==> src/hdl/rtc_serial_pkg.sv <==
// Behaviour
// RULE_01: transfers happen only while both chip-enable inputs are high together.
// RULE_02: after enable rises: 4-bit mode, 4-bit address, then whole bytes.
// RULE_03: mode, address and data bits travel least significant bit first.
// RULE_04: address steps by one after each byte, wrapping from F to 0.
// RULE_05: mode code 3 selects write; next four bits give start address.
// RULE_06: write mode stores each received byte at successive addresses; the code drops a byte that finds the update queue full and sets write_drop_o.
// RULE_07: a byte left unfinished when enable falls is not committed.
// RULE_08: mode code C selects read; next four bits give start address.
// RULE_09: read mode drives bytes from successive addresses while host clocks.
// RULE_10: any other mode code: ignore the rest, never drive data line.
// RULE_11: bits sampled on rising serial clock, read bits change on falling.
// RULE_12: enable fall releases data line and discards all partial state.
package rtc_serial_pkg;

    localparam int ADDR_W = 4;
    localparam int BYTE_W = 8;
    localparam int UPD_FIFO_DEPTH = 16;

    localparam logic [3:0] MODE_WRITE = 4'h3;
    localparam logic [3:0] MODE_READ = 4'hc;

    // bit counter values that close the mode nibble and a full byte
    localparam logic [2:0] MODE_LAST_BIT = 3'h3;
    localparam logic [2:0] BYTE_LAST_BIT = 3'h7;

    // positions inside the synchroniser vector
    localparam int SYNC_SCLK = 0;
    localparam int SYNC_CEA = 1;
    localparam int SYNC_CEB = 2;
    localparam int SYNC_DATA = 3;
    localparam int SYNC_W = 4;

    localparam logic [SYNC_W-1:0] SYNC_RST = 4'h0;
    localparam logic [2:0] CNT_RST = 3'h0;
    localparam logic [BYTE_W-1:0] BYTE_RST = 8'h00;
    localparam logic [ADDR_W-1:0] ADDR_RST = 4'h0;

    typedef enum logic [2:0] {
        st_mode,
        st_addr,
        st_write,
        st_read,
        st_ignore
    } port_state_e;

    typedef struct packed {
        logic [ADDR_W-1:0] addr;
        logic [BYTE_W-1:0] data;
    } reg_write_s;

endpackage

==> src/hdl/word_fifo.sv <==
`timescale 1ns/10ps
module word_fifo
#(
    parameter int WIDTH = 12,
    parameter int DEPTH = 16
)
(
    input wire logic core_clk_i,
    input wire logic srst_i,
    input wire logic in_valid_i,
    output logic in_ready_o,
    input wire logic [WIDTH-1:0] in_data_i,
    output logic out_valid_o,
    input wire logic out_ready_i,
    output logic [WIDTH-1:0] out_data_o
);
    // depth must be a power of two so the pointers wrap by themselves
    localparam int PW = $clog2(DEPTH);

    logic [WIDTH-1:0] mem_r [DEPTH];
    logic [PW-1:0] wr_ptr_r;
    logic [PW-1:0] rd_ptr_r;
    logic [PW:0] count_r;
    logic push;
    logic pop;

    assign in_ready_o = (count_r != (PW+1)'(DEPTH));
    assign out_valid_o = (count_r != '0);
    assign out_data_o = mem_r[rd_ptr_r];
    assign push = in_valid_i & in_ready_o;
    assign pop = out_valid_o & out_ready_i;

    always_ff @(posedge core_clk_i)
    begin
        if (push)
        begin
            mem_r[wr_ptr_r] <= in_data_i;
        end
    end

    always_ff @(posedge core_clk_i)
    begin
        if (srst_i)
        begin
            wr_ptr_r <= '0;
            rd_ptr_r <= '0;
            count_r <= '0;
        end
        else
        begin
            if (push)
            begin
                wr_ptr_r <= wr_ptr_r + 1'b1;
            end
            if (pop)
            begin
                rd_ptr_r <= rd_ptr_r + 1'b1;
            end
            if (push && !pop)
            begin
                count_r <= count_r + 1'b1;
            end
            else if (pop && !push)
            begin
                count_r <= count_r - 1'b1;
            end
        end
    end

endmodule

==> src/hdl/rtc_three_wire_serial_port.sv <==
`timescale 1ns/10ps
module rtc_three_wire_serial_port
    import rtc_serial_pkg::*;
(
    input wire logic core_clk_i,
    input wire logic srst_i,
    input wire logic sclk_i,
    input wire logic chip_enable_a_i,
    input wire logic chip_enable_b_i,
    input wire logic data_i,
    output logic data_o,
    output logic data_oe_o,
    output logic [ADDR_W-1:0] rd_addr_o,
    input wire logic [BYTE_W-1:0] rd_data_i,
    output logic upd_valid_o,
    output reg_write_s upd_word_o,
    input wire logic upd_ready_i,
    output logic write_drop_o
);

    logic [SYNC_W-1:0] sync1_r;
    logic [SYNC_W-1:0] sync2_r;
    logic sclk_d_r;
    logic ce_s;
    logic data_s;
    logic sclk_rise;
    logic sclk_fall;

    port_state_e state_r;
    port_state_e state_nxt;
    logic [2:0] bit_cnt_r;
    logic [2:0] bit_cnt_nxt;
    logic [BYTE_W-1:0] shift_r;
    logic [BYTE_W-1:0] shift_nxt;
    logic [BYTE_W-1:0] shift_in;
    logic [ADDR_W-1:0] addr_r;
    logic [ADDR_W-1:0] addr_nxt;
    logic rd_mode_r;
    logic rd_mode_nxt;
    logic push_req;
    logic fifo_in_ready;
    logic [$bits(reg_write_s)-1:0] fifo_out;
    logic [BYTE_W-1:0] out_sh_r;
    reg_write_s push_word;

    function automatic logic [ADDR_W-1:0] next_addr(
        input logic [ADDR_W-1:0] a
    );
        // natural 4-bit overflow gives the F to 0 wrap
        next_addr = a + 4'h1;
    endfunction

    // pins are asynchronous to the core clock; two flops each
    always_ff @(posedge core_clk_i)
    begin
        if (srst_i)
        begin
            sync1_r <= SYNC_RST;
            sync2_r <= SYNC_RST;
            sclk_d_r <= 1'b0;
        end
        else
        begin
            sync1_r <= {data_i, chip_enable_b_i, chip_enable_a_i, sclk_i};
            sync2_r <= sync1_r;
            sclk_d_r <= sync2_r[SYNC_SCLK];
        end
    end

    // RULE_01 combined enable
    assign ce_s = sync2_r[SYNC_CEA] & sync2_r[SYNC_CEB];
    assign data_s = sync2_r[SYNC_DATA];
    // RULE_11 serial clock edges
    assign sclk_rise = sync2_r[SYNC_SCLK] & ~sclk_d_r;
    assign sclk_fall = ~sync2_r[SYNC_SCLK] & sclk_d_r;

    // RULE_03 new bit enters at the top
    assign shift_in = {data_s, shift_r[BYTE_W-1:1]};

    always_comb
    begin
        state_nxt = state_r;
        bit_cnt_nxt = bit_cnt_r;
        shift_nxt = shift_r;
        addr_nxt = addr_r;
        rd_mode_nxt = rd_mode_r;
        push_req = 1'b0;
        if (!ce_s)
        begin
            // RULE_07 RULE_12 drop partial byte
            state_nxt = st_mode;
            bit_cnt_nxt = CNT_RST;
            shift_nxt = BYTE_RST;
        end
        else if (sclk_rise)
        begin
            shift_nxt = shift_in;
            bit_cnt_nxt = bit_cnt_r + 3'h1;
            unique case (state_r)
                st_mode:
                begin
                    // RULE_02 mode nibble first
                    if (bit_cnt_r == MODE_LAST_BIT)
                    begin
                        // RULE_05 write code
                        if (shift_in[7:4] == MODE_WRITE)
                        begin
                            state_nxt = st_addr;
                            rd_mode_nxt = 1'b0;
                        end
                        // RULE_08 read code
                        else if (shift_in[7:4] == MODE_READ)
                        begin
                            state_nxt = st_addr;
                            rd_mode_nxt = 1'b1;
                        end
                        // RULE_10 unknown code
                        else
                        begin
                            state_nxt = st_ignore;
                        end
                    end
                end
                st_addr:
                begin
                    if (bit_cnt_r == BYTE_LAST_BIT)
                    begin
                        addr_nxt = shift_in[7:4];
                        state_nxt = rd_mode_r ? st_read : st_write;
                    end
                end
                st_write:
                begin
                    // RULE_06 commit whole byte
                    if (bit_cnt_r == BYTE_LAST_BIT)
                    begin
                        push_req = 1'b1;
                        // RULE_04 address step
                        addr_nxt = next_addr(addr_r);
                    end
                end
                st_read:
                begin
                    // RULE_04 address step
                    if (bit_cnt_r == BYTE_LAST_BIT)
                    begin
                        addr_nxt = next_addr(addr_r);
                    end
                end
                st_ignore:
                begin
                    state_nxt = st_ignore;
                end
            endcase
        end
    end

    always_ff @(posedge core_clk_i)
    begin
        if (srst_i)
        begin
            state_r <= st_mode;
            bit_cnt_r <= CNT_RST;
            shift_r <= BYTE_RST;
            rd_mode_r <= 1'b0;
        end
        else
        begin
            state_r <= state_nxt;
            bit_cnt_r <= bit_cnt_nxt;
            shift_r <= shift_nxt;
            rd_mode_r <= rd_mode_nxt;
        end
    end

    always_ff @(posedge core_clk_i)
    begin
        if (srst_i)
        begin
            addr_r <= ADDR_RST;
        end
        else
        begin
            addr_r <= addr_nxt;
        end
    end

    assign rd_addr_o = addr_r;

    // RULE_09 read shifter
    always_ff @(posedge core_clk_i)
    begin
        if (srst_i)
        begin
            data_o <= 1'b0;
            data_oe_o <= 1'b0;
            out_sh_r <= BYTE_RST;
        end
        else if (!ce_s || state_r != st_read)
        begin
            // RULE_12 release data line
            data_oe_o <= 1'b0;
        end
        else if (sclk_fall)
        begin
            // bits change on the falling edge so the host sees them settled
            data_oe_o <= 1'b1;
            if (bit_cnt_r == CNT_RST)
            begin
                data_o <= rd_data_i[0];
                out_sh_r <= {1'b0, rd_data_i[BYTE_W-1:1]};
            end
            else
            begin
                data_o <= out_sh_r[0];
                out_sh_r <= {1'b0, out_sh_r[BYTE_W-1:1]};
            end
        end
    end

    // host cannot be stalled, so a full queue loses the byte; flag it
    always_ff @(posedge core_clk_i)
    begin
        if (srst_i)
        begin
            write_drop_o <= 1'b0;
        end
        else if (push_req && !fifo_in_ready)
        begin
            write_drop_o <= 1'b1;
        end
    end

    assign push_word = '{addr: addr_r, data: shift_in};

    word_fifo #(
        .WIDTH($bits(reg_write_s)),
        .DEPTH(UPD_FIFO_DEPTH)
    ) u_upd_fifo (
        .core_clk_i(core_clk_i),
        .srst_i(srst_i),
        .in_valid_i(push_req),
        .in_ready_o(fifo_in_ready),
        .in_data_i(push_word),
        .out_valid_o(upd_valid_o),
        .out_ready_i(upd_ready_i),
        .out_data_o(fifo_out)
    );

    assign upd_word_o = reg_write_s'(fifo_out);

    a_oe_needs_ce: assert property ( // RULE_01
        @(posedge core_clk_i) disable iff (srst_i)
        data_oe_o |-> $past(ce_s)
    ) else $error("data line driven without chip enable");

    a_mode_nibble_end: assert property ( // RULE_02
        @(posedge core_clk_i) disable iff (srst_i)
        (state_r == st_mode && sclk_rise && ce_s
            && bit_cnt_r == MODE_LAST_BIT)
        |=> (state_r == st_addr || state_r == st_ignore)
    ) else $error("mode phase did not end after four bits");

    a_lsb_shift_in: assert property ( // RULE_03
        @(posedge core_clk_i) disable iff (srst_i)
        (sclk_rise && ce_s) |=> shift_r[7] == $past(data_s)
    ) else $error("received bit not shifted in at the top");

    a_addr_wraps: assert property ( // RULE_04
        @(posedge core_clk_i) disable iff (srst_i)
        (state_r == st_write && sclk_rise && ce_s
            && bit_cnt_r == BYTE_LAST_BIT && addr_r == 4'hf)
        |=> addr_r == 4'h0
    ) else $error("address did not wrap from f to 0");

    a_write_select: assert property ( // RULE_05
        @(posedge core_clk_i) disable iff (srst_i)
        (state_r == st_mode && sclk_rise && ce_s
            && bit_cnt_r == MODE_LAST_BIT
            && {data_s, shift_r[7:5]} == MODE_WRITE)
        |=> (state_r == st_addr && !rd_mode_r) [*1]
    ) else $error("write code did not select write");

    a_write_commit: assert property ( // RULE_06
        @(posedge core_clk_i) disable iff (srst_i)
        (push_req && fifo_in_ready) |=> upd_valid_o
    ) else $error("committed byte not offered to core");

    a_partial_dropped: assert property ( // RULE_07
        @(posedge core_clk_i) disable iff (srst_i)
        push_req |-> ce_s && state_r == st_write && bit_cnt_r == BYTE_LAST_BIT
    ) else $error("byte committed without chip enable");

    a_read_select: assert property ( // RULE_08
        @(posedge core_clk_i) disable iff (srst_i)
        (state_r == st_mode && sclk_rise && ce_s
            && bit_cnt_r == MODE_LAST_BIT
            && {data_s, shift_r[7:5]} == MODE_READ)
        |=> state_r == st_addr && rd_mode_r
    ) else $error("read code did not select read");

    a_read_drives: assert property ( // RULE_09
        @(posedge core_clk_i) disable iff (srst_i)
        (state_r == st_read && sclk_fall && ce_s && bit_cnt_r == 3'h0)
        |=> data_oe_o && data_o == $past(rd_data_i[0])
    ) else $error("read byte not driven at falling edge");

    a_ignore_quiet: assert property ( // RULE_10
        @(posedge core_clk_i) disable iff (srst_i)
        state_r == st_ignore |=> !data_oe_o
    ) else $error("data line driven after unknown mode");

    a_out_on_fall: assert property ( // RULE_11
        @(posedge core_clk_i) disable iff (srst_i)
        sclk_rise |=> $stable(data_o)
    ) else $error("read bit changed at rising edge");

    a_ce_release: assert property ( // RULE_12
        @(posedge core_clk_i) disable iff (srst_i)
        !ce_s |=> state_r == st_mode && bit_cnt_r == 3'h0 && !data_oe_o
    ) else $error("state not cleared after chip enable fell");

endmodule

==> config.mk <==
export PLATFORM = sky130hd
export DESIGN_NAME = rtc_three_wire_serial_port
export DESIGN_NICKNAME = d
export VERILOG_FILES = /design/src/hdl/rtc_serial_pkg.sv /design/src/hdl/word_fifo.sv /design/src/hdl/rtc_three_wire_serial_port.sv
export SDC_FILE = /design/constraint.sdc
export NUM_CORES = 1
export LEC_CHECK = 0
export ABC_AREA = 0
export BUFFER_PORTS_ARGS = -buffer_cell sky130_fd_sc_hd__buf_2
export CAP_MARGIN = 20
export CORE_MARGIN = 1.5
export CORE_UTILIZATION = 45
export DETAILED_ROUTE_END_ITERATION = 8
export GPL_TIMING_DRIVEN = 0
export PLACE_DENSITY = 0.72
export SLEW_MARGIN = 20
export SYNTH_ARGS = -nofsm -noshare
export SYNTH_HDL_FRONTEND = slang
export SYNTH_SLANG_ARGS = --single-unit
==> constraint.sdc <==
create_clock -name core_clk_i -period 4.4 [get_ports core_clk_i]
set_input_delay 1.32 -clock core_clk_i [delete_from_list [all_inputs] [get_ports core_clk_i]]
set_output_delay 1.32 -clock core_clk_i [all_outputs]
set_load 0.05 [all_outputs]
==> results.toml <==
[placement]
dp_hpwl_um = 13300
portBuffers = 34
place.gp.congestion = 0.784
dp_worst_setup_slack_ns = 0.328
postPlaceCellArea_um2 = 10300
place_inst = 897

[final_layout]
fin_area_um2 = 11100
layout_commonest_cell = "edfxtp_1"
syn2layout_area_growth_pct = 15.3
antennaDiodeCount = 0
drive_above_1_share = 0.240
final_cells = 943
nets = 679
final_cell_mix = "edfxtp_1, dfxtp_1, mux4_2"

[critical_path]
reg2reg_to = "u_upd_fifo.count_r[4]"
path_delay_family = "buffers and inverters"
path_depth = 6
endpoint = "upd_word_o[8]"
max_stage_delay_ns = 0.54
ff2ff_path_depth = 9
rrSetupSlack_ns = 1.27
slowest_stage = "mux4_2"
crit_type = "flop to primary output"
cp_common_cell = "buf_2"
cp-start-kind = "flop"
crit_fanout = 10
crit_arrival_ns = 2.88
worst_ep_required_time_ns = 3.08
cp-end-kind = "primary output"
crit_path_cell_trace = "buf_2 > clkbuf_4 > mux4_2 > a22oi_1 > nand2_1 > buf_2"
crit_buf_inv = 3
regToRegStartpoint = "u_upd_fifo.count_r[0]"

[clock_network]
clock-sinks = 246
cts-buffers-inserted = 25
clockRootBuffer = "clkbuf_16"
clkTransAtPathRegs_ns = 0.06
cts_tree = "yes"
insertion_delay_ns = 0.53
hold_buffers = 0
ctsLongestPathBuffers = 3
cts_max_level = 1
cts_setup_buffers = 0

[power_and_ir_drop]
vdd_ir_drop_max_mv = 0.280
leakagePower_uw = 0.00375
power_density_nw_per_um2 = 420

[die]
ios = 35
fp.dieH_um = 150
die_w_um = 150
die_area_um2 = 22400
coreArea_um2 = 21000
start_util = 0.460
fp-row-count = 53

[drt]
ant_nets = 0
wl_per_cell_um = 21.5
viasPerCell = 5.64
drt_first_pass_iters = 5
routed_wl_um = 20300
drc = 0
drtIter0Drc = 438
vias = 5317

[synthesis]
synth_ff_type = "edfxtp_1"
synthCells = 584
ys_seq_area_frac = 0.709
synthArstFlopShare = 0
synth_edf_count = 192
yosysWarnings = 0
ys_types = 48
synth.ff_latch_count = 246
syn_area_per_cell_um2 = 16.5
syn-num-nets = 614
post_synth_instance_area_um2 = 9660

[sta]
layout_setup_ws_ns = 0.203
tightestPinTransition_ns = 0.865
clock.fmax_mhz = 238
finClkSkew_ns = 0.0209
setup_viol = 0
post-route-min-period_ns = 4.20
fin_tns_setup_ns = 0
maxSlewHeadroom = 0.422
drv_slew = 0
rsz0062_at_grt = "false"
hold_viol_final = 0
whs_ns = 0.431
fin_crit_sh = 0.954

[global_routing]
antenna_found_initial = 0
grt_pass1_wl_um = 31400
grt_max_degree = 22
grt_usage = 0.188
grt_pass1_vias = 5611
overflow = 0

[outcome]
status = "complete, no violations"

[flow_run]
maxCapViolCount = 0

[worst_hold_path]
hold_class = "flop to flop"
[worst min path at each step]
| stage | startpoint | end | slack [ns] | depth (start not counted) |
|---|---|---|---|---|
| final | sync1_r[2] | sync2_r[2] | 0.43 | 1 |
| after global routing | sync1_r[2] | sync2_r[2] | 0.45 | 1 |
| after CTS | sync1_r[2] | sync2_r[2] | 0.43 | 1 |
| after detailed placement | sync1_r[2] | sync2_r[2] | 0.43 | 1 |
| after global placement | sync1_r[2] | sync2_r[2] | 0.42 | 1 |
| after floorplan | sync1_r[0] | sync2_r[0] | 0.41 | 1 |
[worst reg2reg max path, stage by stage, from the launching register on]
cell      delay (ns)
dfxtp_1         0.36
or4_1           0.59
o21ai_0         0.49
ha_1            0.27
inv_1           0.12
fa_1            0.47
nand3_1         0.11
a211oi_1        0.07
a31oi_1         0.19
mux2_2          0.35
[synthesized netlist by cell type, types with 2 or more instances]
cell | count | area [µm²]
a22oi_1 | 24 | 180
edfxtp_1 | 192 | 5770
nand3b_1 | 2 | 15.0
xor2_1 | 4 | 35.0
a211oi_1 | 11 | 82.6
and2_1 | 3 | 18.8
nand2b_1 | 7 | 43.8
a31oi_1 | 2 | 12.5
nor4_1 | 3 | 18.8
inv_1 | 9 | 33.8
buf_1 | 5 | 18.8
nand3_1 | 11 | 55.1
ha_1 | 14 | 175
mux4_2 | 48 | 1080
dfxtp_1 | 54 | 1080
buf_2 | 6 | 30.0
or3_1 | 3 | 18.8
o31ai_1 | 3 | 22.5
mux2_2 | 2 | 22.5
or4_1 | 2 | 15.0
clkbuf_1 | 19 | 71.3
nor3_1 | 6 | 30.0
nor2b_1 | 14 | 87.6
a21oi_1 | 23 | 115
o21ai_0 | 7 | 35.0
nand2_1 | 37 | 139
o211ai_1 | 2 | 15.0
mux2i_1 | 10 | 100
nor2_1 | 42 | 158
[per-layer routing]
| metal | wire, µm | vias to the layer above | share of wire | global-route usage |
|---|---|---|---|---|
| li1 | - | 2415 | - | - |
| met1 | 8000 | 2677 | 0.39 | 0.243 |
| met2 | 10400 | 195 | 0.51 | 0.330 |
| met3 | 1410 | 30 | 0.070 | 0.0302 |
| met4 | 461 | 0 | 0.023 | 0.0480 |
| met5 | 0 | - | 0 | 0 |
[state kept, by name (all words and copies together) (netlist names), 4 cells and up, named ones only]
signal               count
u_upd_fifo.mem_r       192
out_sh_r                 7
shift_r                  7
u_upd_fifo.count_r       5
rd_addr_o                4
sync1_r                  4
sync2_r                  4
u_upd_fifo.rd_ptr_r      4
u_upd_fifo.wr_ptr_r      4
[stage by stage]
step           total power [µW]   util
5_1_grt                    4800  0.530
3_3_place_gp               2550  0.484
3_5_place_dp               2550  0.489
4_1_cts                    4700  0.530
2_1_floorplan              2540      -
6_report                   4670  0.530
[cell type report]
| type | count | area, µm² |
|---|---|---|
| timing repair buffer | 38 | 215 |
| multi-input combinational | 299 | 2710 |
| clock buffer | 25 | 626 |
| clock inverter | 21 | 231 |
| sequential | 246 | 6850 |
| tap | 275 | 344 |
| inverter | 9 | 33.8 |
| fill | 1600 | 9880 |
| buffer | 30 | 135 |
[report_power, final]
group / internal (µW) / leakage, µW / switching, µW
combinational: 9.72 / 0.00108 / 13.9
clock: 1290 / 0.000427 / 884
sequential: 2470 / 0.00224 / 3.72
total: 3770 / 0.00375 / 902
[cells by family (layout without fill, tap and decap cells)]
| group | after synthesis | after routing | share of synthesized area |
|---|---|---|---|
| compound gates | 76 | 76 | 0.0513 |
| xor+xnor | 5 | 5 | 0.00453 |
| fa+ha+maj | 15 | 15 | 0.0202 |
| buf+inv | 39 | 123 | 0.0159 |
| flops | 246 | 246 | 0.709 |
| mux | 60 | 60 | 0.125 |
| simple gates | 143 | 143 | 0.0749 |
[repair_timing]
item                                    4_1_cts  5_1_grt
resized for setup                             3        4
hold endpoints to repair                      0        0
gates cloned                                  0        0
endpoints found under the setup margin       10        5
Note: power is estimated with default switching activity, not from simulation.
